[config.mk]
export PLATFORM = sky130hd
export DESIGN_NAME = wdt_top
export DESIGN_NICKNAME = d
export VERILOG_FILES = /design/src/wdt_pkg.sv /design/src/wdt_counter.sv /design/src/wdt_top.sv
export SDC_FILE = /design/constraint.sdc
export NUM_CORES = 1
export LEC_CHECK = 0
export ABC_CLOCK_PERIOD_IN_PS = 10900
export BUFFER_PORTS_ARGS = -buffer_cell sky130_fd_sc_hd__buf_4
export CAP_MARGIN = 5
export CORE_MARGIN = 5
export CORE_UTILIZATION = 55
export CTS_CLUSTER_DIAMETER = 200
export DETAILED_ROUTE_END_ITERATION = 7
export PLACE_DENSITY = 0.75
export SKIP_LAST_GASP = 1
export SLEW_MARGIN = 10
export SYNTH_ARGS = -nofsm -noshare
export SYNTH_HDL_FRONTEND = slang
export SYNTH_SLANG_ARGS = --single-unit
export TNS_END_PERCENT = 30
[constraint.sdc]
create_clock -name sys_clk -period 10.9 [get_ports sys_clk]
set_input_delay 3.27 -clock sys_clk [delete_from_list [all_inputs] [get_ports sys_clk]]
set_output_delay 3.27 -clock sys_clk [all_outputs]
set_load 0.02 [all_outputs]
[src/wdt_pkg.sv]
package wdt_pkg;

   // Register bus geometry
   localparam int ADDR_W = 8;
   localparam int DATA_W = 8;

   // Register byte addresses
   localparam logic [ADDR_W-1:0] MODE_ADDR    = 8'h00;
   localparam logic [ADDR_W-1:0] REFRESH_ADDR = 8'h04;
   localparam logic [ADDR_W-1:0] STATUS_ADDR  = 8'h08;
   localparam logic [ADDR_W-1:0] MASK_ADDR    = 8'h0c;

   // Fixed register values
   localparam logic [DATA_W-1:0] MODE_RESET_VAL   = 8'h67;
   localparam logic [DATA_W-1:0] MODE_STOP_VAL    = 8'h1f;
   localparam logic [DATA_W-1:0] REFRESH_KEY      = 8'hac;
   localparam logic [DATA_W-1:0] REFRESH_READ_VAL = 8'h9a;
   localparam logic [DATA_W-1:0] UNMAPPED_VAL     = 8'h00;

   // Mode register field layout
   localparam int ACT_MSB      = 6;
   localparam int ACT_LSB      = 5;
   localparam int SEL_STOP_BIT = 4;
   localparam int SEL_SUB_BIT  = 3;
   localparam int SEL_EXP_MSB  = 2;
   localparam logic [1:0] ACT_RESET = 2'b11;

   // Interval exponents for select code zero
   localparam int MAIN_EXP_DEF = 18;
   localparam int SUB_EXP_DEF  = 9;
   localparam int EXP_W        = 5;
   localparam int CNT_W_DEF    = 26;

   // Status and mask layout
   localparam int STAT_W      = 2;
   localparam int ST_OVF_BIT  = 0;
   localparam int ST_ILL_BIT  = 1;
   localparam logic [STAT_W-1:0] STAT_RESET_VAL = 2'h0;

   typedef enum logic [0:0] {
      ST_DEFAULT = 1'b0,
      ST_LOCKED  = 1'b1
   } wdt_state_t;

   typedef struct packed {
      wdt_state_t        state;
      logic [DATA_W-1:0] mode;
      logic [DATA_W-1:0] rdata;
      logic [STAT_W-1:0] status;
      logic [STAT_W-1:0] mask;
      logic              rst_req;
      logic              nmi_req;
      logic              irq;
   } wdt_regs_t;

endpackage : wdt_pkg

[src/wdt_counter.sv]
`timescale 1ns/100ps

module wdt_counter
   import wdt_pkg::*;
#(
   parameter int CNT_W = CNT_W_DEF
)(
   input  wire logic             sys_clk,  // System clock
   input  wire logic             resetn,   // Async reset, active low
   input  wire logic             run,      // Counting allowed
   input  wire logic             tick,     // One count step this cycle
   input  wire logic             clear,    // Restart from zero
   input  wire logic [EXP_W-1:0] exp,      // Interval is 2**exp steps
   output logic                  expire,   // Interval elapsed, comb
   output logic [CNT_W-1:0]      count     // Current count
);

   typedef struct packed {
      logic [CNT_W-1:0] count;
   } cnt_state_t;

   cnt_state_t       cur;
   cnt_state_t       nxt;
   logic [CNT_W-1:0] term;

   // Last count value of the selected interval
   assign term  = (CNT_W'(1) << exp) - CNT_W'(1);
   assign count = cur.count;

   // Clear has priority so a refresh never races an expiry step
   always_comb begin
      nxt    = cur;
      expire = 1'b0;
      if (clear) begin
         nxt.count = '0;
      end else if (run && tick) begin
         if (cur.count >= term) begin
            expire    = 1'b1;
            nxt.count = '0;
         end else begin
            nxt.count = cur.count + CNT_W'(1);
         end
      end
   end

   always_ff @(posedge sys_clk or negedge resetn) begin
      if (!resetn) begin
         cur <= '0;
      end else begin
         cur <= nxt;
      end
   end
endmodule : wdt_counter

[src/wdt_top.sv]
// Behaviour
// - Counting starts by itself in reset mode once reset is released.
// - Mode register reads 67h after reset: reset action, longest main interval.
// - Mode register takes one write per reset, then holds; reads unlimited.
// - A second mode write forces an overflow at once.
// - Writing 1Fh as the single mode write stops the watchdog.
// - Select 0xxx main 2^18..2^25, 1xxx sub 2^9..2^16, top bit stops.
// - After a valid mode write software cannot stop the watchdog.
// - Writing ACh to the refresh register restarts the count from zero.
// - Writing any other byte to the refresh register forces an overflow.
// - Single-bit access to the refresh register forces an overflow.
// - Refresh register always reads 9Ah.
// - Overflow raises system reset or NMI request per action select bits.
`timescale 1ns/100ps

module wdt_top
   import wdt_pkg::*;
#(
   parameter int MAIN_EXP = MAIN_EXP_DEF, // Exponent for main select 000
   parameter int SUB_EXP  = SUB_EXP_DEF,  // Exponent for sub select 000
   parameter int CNT_W    = CNT_W_DEF     // Counter width
)(
   input  wire logic              sys_clk,           // 25 MHz system clock
   input  wire logic              resetn,            // Async reset, low
   input  wire logic [ADDR_W-1:0] addr,              // Register address
   input  wire logic [DATA_W-1:0] wdata,             // Write data
   input  wire logic              wr_en,             // Write strobe
   input  wire logic              rd_en,             // Read strobe
   input  wire logic              bit_access,        // Write is single-bit
   input  wire logic              sub_tick,          // Subclock edge pulse
   output logic [DATA_W-1:0]      rdata,             // Read data, next cycle
   output logic                   wdt_reset_request, // Overflow reset pulse
   output logic                   wdt_nmi_request,   // Overflow NMI pulse
   output logic                   irq                // Level interrupt
);

   wdt_regs_t        cur;
   wdt_regs_t        nxt;
   logic             expire;
   logic [CNT_W-1:0] count;
   logic             cnt_run;
   logic             cnt_tick;
   logic             cnt_clear;
   logic [EXP_W-1:0] cnt_exp;
   logic             mode_wr;
   logic             refresh_wr;
   logic             refresh_ok;
   logic             first_mode_wr;
   logic             illegal;
   logic             ovf_event;
   logic [STAT_W-1:0] stat_set;
   logic [STAT_W-1:0] stat_clr;

   // Address match, shared by the read and write decoders
   function automatic logic hit(input logic [ADDR_W-1:0] a,
                                input logic [ADDR_W-1:0] off);
      hit = (a == off);
   endfunction : hit

   // Interval exponent from the clock select field
   function automatic logic [EXP_W-1:0] sel_exp(input logic [DATA_W-1:0] m);
      logic [EXP_W-1:0] base;
      base = m[SEL_SUB_BIT] ? EXP_W'(SUB_EXP) : EXP_W'(MAIN_EXP);
      sel_exp = base + EXP_W'(m[SEL_EXP_MSB:0]);
   endfunction : sel_exp

   // Write decode and legality checks
   assign mode_wr       = wr_en && hit(addr, MODE_ADDR);
   assign refresh_wr    = wr_en && hit(addr, REFRESH_ADDR);
   assign first_mode_wr = mode_wr && (cur.state == ST_DEFAULT);
   assign refresh_ok    = refresh_wr && !bit_access
                          && (wdata == REFRESH_KEY);
   assign illegal = (mode_wr && (cur.state == ST_LOCKED))
                  || (refresh_wr && (wdata != REFRESH_KEY))
                  || (refresh_wr && bit_access);

   // Counter control; runs from reset on the default mode value
   assign cnt_run   = !cur.mode[SEL_STOP_BIT];
   assign cnt_tick  = cur.mode[SEL_SUB_BIT] ? sub_tick : 1'b1;
   assign cnt_exp   = sel_exp(cur.mode);
   // A new mode or a forced overflow also restarts the interval
   assign cnt_clear = refresh_ok || first_mode_wr || illegal;
   assign ovf_event = expire || illegal;

   wdt_counter #(
      .CNT_W (CNT_W)
   ) u_counter (
      .sys_clk (sys_clk),
      .resetn  (resetn),
      .run     (cnt_run),
      .tick    (cnt_tick),
      .clear   (cnt_clear),
      .exp     (cnt_exp),
      .expire  (expire),
      .count   (count)
   );

   // Interrupt events: set wins over a write-one clear
   always_comb begin
      stat_set = '0;
      stat_set[ST_OVF_BIT] = ovf_event;
      stat_set[ST_ILL_BIT] = illegal;
      stat_clr = (wr_en && hit(addr, STATUS_ADDR)) ? wdata[STAT_W-1:0] : '0;
   end

   // Next state of every register of the block
   always_comb begin
      nxt = cur;
      case (cur.state)
         ST_DEFAULT: begin
            if (mode_wr) begin
               nxt.mode  = wdata;
               nxt.state = ST_LOCKED;
            end
         end
         ST_LOCKED: begin
            nxt.mode = cur.mode;
         end
         default: begin
            nxt.state = ST_DEFAULT;
         end
      endcase
      if (wr_en && hit(addr, MASK_ADDR)) begin
         nxt.mask = wdata[STAT_W-1:0];
      end
      nxt.status = (cur.status & ~stat_clr) | stat_set;
      nxt.irq    = |(nxt.status & nxt.mask);
      // Same overflow path for expiry and illegal access
      nxt.rst_req = ovf_event
                    && (cur.mode[ACT_MSB:ACT_LSB] == ACT_RESET);
      nxt.nmi_req = ovf_event
                    && (cur.mode[ACT_MSB:ACT_LSB] != ACT_RESET);
      // Read data live for one cycle only, zero otherwise
      nxt.rdata = UNMAPPED_VAL;
      if (rd_en) begin
         if (hit(addr, MODE_ADDR)) begin
            nxt.rdata = cur.mode;
         end else if (hit(addr, REFRESH_ADDR)) begin
            nxt.rdata = REFRESH_READ_VAL;
         end else if (hit(addr, STATUS_ADDR)) begin
            nxt.rdata = DATA_W'(cur.status);
         end else if (hit(addr, MASK_ADDR)) begin
            nxt.rdata = DATA_W'(cur.mask);
         end
      end
   end

   // State register; mode comes up at its reset-action default
   always_ff @(posedge sys_clk or negedge resetn) begin
      if (!resetn) begin
         cur.state   <= ST_DEFAULT;
         cur.mode    <= MODE_RESET_VAL;
         cur.rdata   <= UNMAPPED_VAL;
         cur.status  <= STAT_RESET_VAL;
         cur.mask    <= STAT_RESET_VAL;
         cur.rst_req <= 1'b0;
         cur.nmi_req <= 1'b0;
         cur.irq     <= 1'b0;
      end else begin
         cur <= nxt;
      end
   end

   // Outputs straight from flip-flops
   assign rdata             = cur.rdata;
   assign wdt_reset_request = cur.rst_req;
   assign wdt_nmi_request   = cur.nmi_req;
   assign irq               = cur.irq;
endmodule : wdt_top

==> flow_summary.ini <==
[status]
outcome = finished, final reports clean

[cts]
cts_buffer_depth = 2
ctsHtreeMaxLevel = 2
clock_latency_ns = 0.31
numCtsBuffers = 5
clock-sinks = 50
cts_resized = 0
clockRootBuffer = clkbuf_8
cts_hold_buf = 0
clk_transition_reported_paths_ns = 0.10
cts_tree = yes
postCtsSetupBuffers = 0

[logic_synthesis]
syn_area_per_cell_um2 = 9.04
ys_seq_area_share_pct = 36.2
synth_top_cells_by_area = dfrtp_1 (32%), ha_1 (11%), xor2_1 (4.8%)
async_flop_share_pct = 100
netlist_instances = 384
synth_seq_cells = 50
synth.most_common_cell = dfrtp_1
synth_edf_count = 0
synth_cell_type_count = 58
synth_warnings = 0
synth_flop_cell = dfrtp_1
synth_area_um2 = 3470
synth_common_cells = dfrtp_1 (45), nand2_1 (44), nor2_1 (41), ha_1 (30), a21oi_1 (28)
synth_top_area_share_pct = 32.4
yosys.area.top_type = dfrtp_1

[final_layout]
nets = 456
final_layout_size_suffix_gt1_share_pct = 14.9
fillers = 514
syn2layout_area_growth_pct = 9.41
fin_area_um2 = 3800
num_antenna_cells = 0
finish.utilization_pct = 60.9
fin_cells = 481

[power]
comb_power_share_pct = 24.7
totalPowerFinal_uw = 464
p_leak_nw = 1.85
p_int_uw = 313
power.density_nw_per_um2 = 122
p_switching_uw = 151
p_sw_share_pct = 32.5
power_frac_seq_pct = 48.8
ir_drop_uv = 86.7
power_frac_clock_pct = 26.4

[floorplan]
boundaryPins = 33
die_width_um = 89.5
core_um2 = 6240
die_h_um = 89.5
dieArea_um2 = 8000
row_count = 29
start_util_pct = 55.6

[run]
cap_violations = 0

[sta]
drv_slew = 0
period_share_pct = 47.3
maxSlewHeadroom_pct = 44.6
hold_ws_ns = 0.492
finalHoldViolCount = 0
worst_pin_slew_ns = 0.823
setup_viol_count_final = 0
setup_slack_ns = 5.75
fin_crit_ns = 5.15
tns_ns = 0
fmax_ghz = 0.194
finClkSkew_ns = 0.00928
rsz0062_at_grt = false

[critical_path]
critPathMaxFanout = 21
endpoint_kind = register
reg2reg_from = cur[18]
r2r_slack_ns = 5.75
timing.rr.end = u_counter.count[4]
reg2reg_depth = 16
critPathArrivalTime_ns = 5.32
worstPathRequired_ns = 11.06
crit_path_start_kind = register
path_class = reg2reg

[global_route]
grt_max_degree = 51
grt.total_usage_pct = 20.5
antenna_found_initial = 0
grt_pass1_wl_mm = 12.9
grt_pass1_vias = 2754
overflow = 0

[detailed_routing]
firstDrtPassIters = 5
antenna_left = 0
via_per_inst = 5.85
via_count = 2814
dr.first_iter.drc_count = 78
route.detailed.drc = 0
wirelength_mm = 7.55
wl_per_cell_um = 15.7

[place]
pre_cts_slack_ns = 5.44
gp_congestion = 0.860
dp_cells = 473
place_area_um2 = 3690
io_buffers = 32
hpwl_mm = 5.71

[hold_path]
hold_depth = 1
hold_start = cur[22]
whs_endpoint = rdata[7]
min_path_type = reg2reg
## sequential cells by signal (all words and copies together) (netlist names)
register           cells
irq                    1
cur                   13
wdt_nmi_request        1
u_counter.count       26
wdt_reset_request      1
rdata                  8
## cells in the final DEF (no fill, tap or decap), drive strengths merged, types with 11 or more instances in the layout
cell   count
nor2      41
nand4     11
dfrtp     45
nand2     44
xor2      19
o21ai     15
ha        30
nand3     14
a21oi     28
buf       32
## final cells by class
| type | count | area [µm²] | share of cell area [%] |
|---|---|---|---|
| clock buffer | 7 | 96.3 | 2.54 |
| clock inverter | 1 | 8.76 | 0.231 |
| inverter | 12 | 45.0 | 1.19 |
| multi-input combinational | 302 | 2050 | 54.1 |
| sequential | 50 | 1260 | 33.1 |
| tap | 77 | 96.3 | 2.54 |
| timing repair buffer | 32 | 240 | 6.32 |
## power groups by stage
| stage | Clock [mW] | Sequential, mW | Combinational, mW |
|---|---|---|---|
| 6_report | 0.123 | 0.226 | 0.115 |
| 5_1_grt | 0.131 | 0.229 | 0.133 |
| 4_1_cts | 0.127 | 0.226 | 0.114 |
| 3_5_place_dp | 0 | 0.229 | 0.113 |
| 3_3_place_gp | 0 | 0.229 | 0.109 |
| 2_1_floorplan | 0 | 0.223 | 0.0845 |
## critical path, stage by stage (launching register included)
cell,delay [ns]
dfrtp_1,0.74
ha_1,0.28
inv_1,0.05
fa_1,0.51
xor2_1,0.62
nand2_1,0.26
nor3_1,0.20
a21oi_1,0.06
o32a_1,0.19
ha_1,0.29
nand4_1,0.19
nor4_1,0.41
nand2_1,0.09
nand4_1,0.08
a41o_1,0.29
a21o_1,0.61
nor2_1,0.13
## logic make-up (layout without fill, tap and decap cells)
family	Yosys count	in the layout	synth area share, %
other	2	4	0.216
adders and majority gates	31	31	11.4
and+or+nand+nor	155	155	22.3
muxes	12	12	4.58
buffers and inverters	34	52	4.83
DFF	50	50	36.2
xor gates and xnor gates	24	24	6.05
AOI/OAI and AO/OA	76	76	14.5
## routing by layer
| layer | track usage (%) | wire length [µm] | part of all wire, % |
|---|---|---|---|
| met5 | 0 | 0 | 0 |
| met4 | 4.60 | 87 | 1.2 |
| met3 | 3.13 | 276 | 3.7 |
| met2 | 34.4 | 3720 | 49 |
| met1 | 28.0 | 3470 | 46 |
## worst max path at each step
stage,from,endpoint,depth (start not counted)
finish,cur[18],u_counter.count[4],16
global route,cur[18],u_counter.count[24],16
CTS,addr[1],u_counter.count[4],7
detailed placement,addr[1],u_counter.count[4],7
global placement,addr[1],u_counter.count[19],7
floorplan,addr[1],cur[18],6
Note: power is estimated with default switching activity, not from simulation.
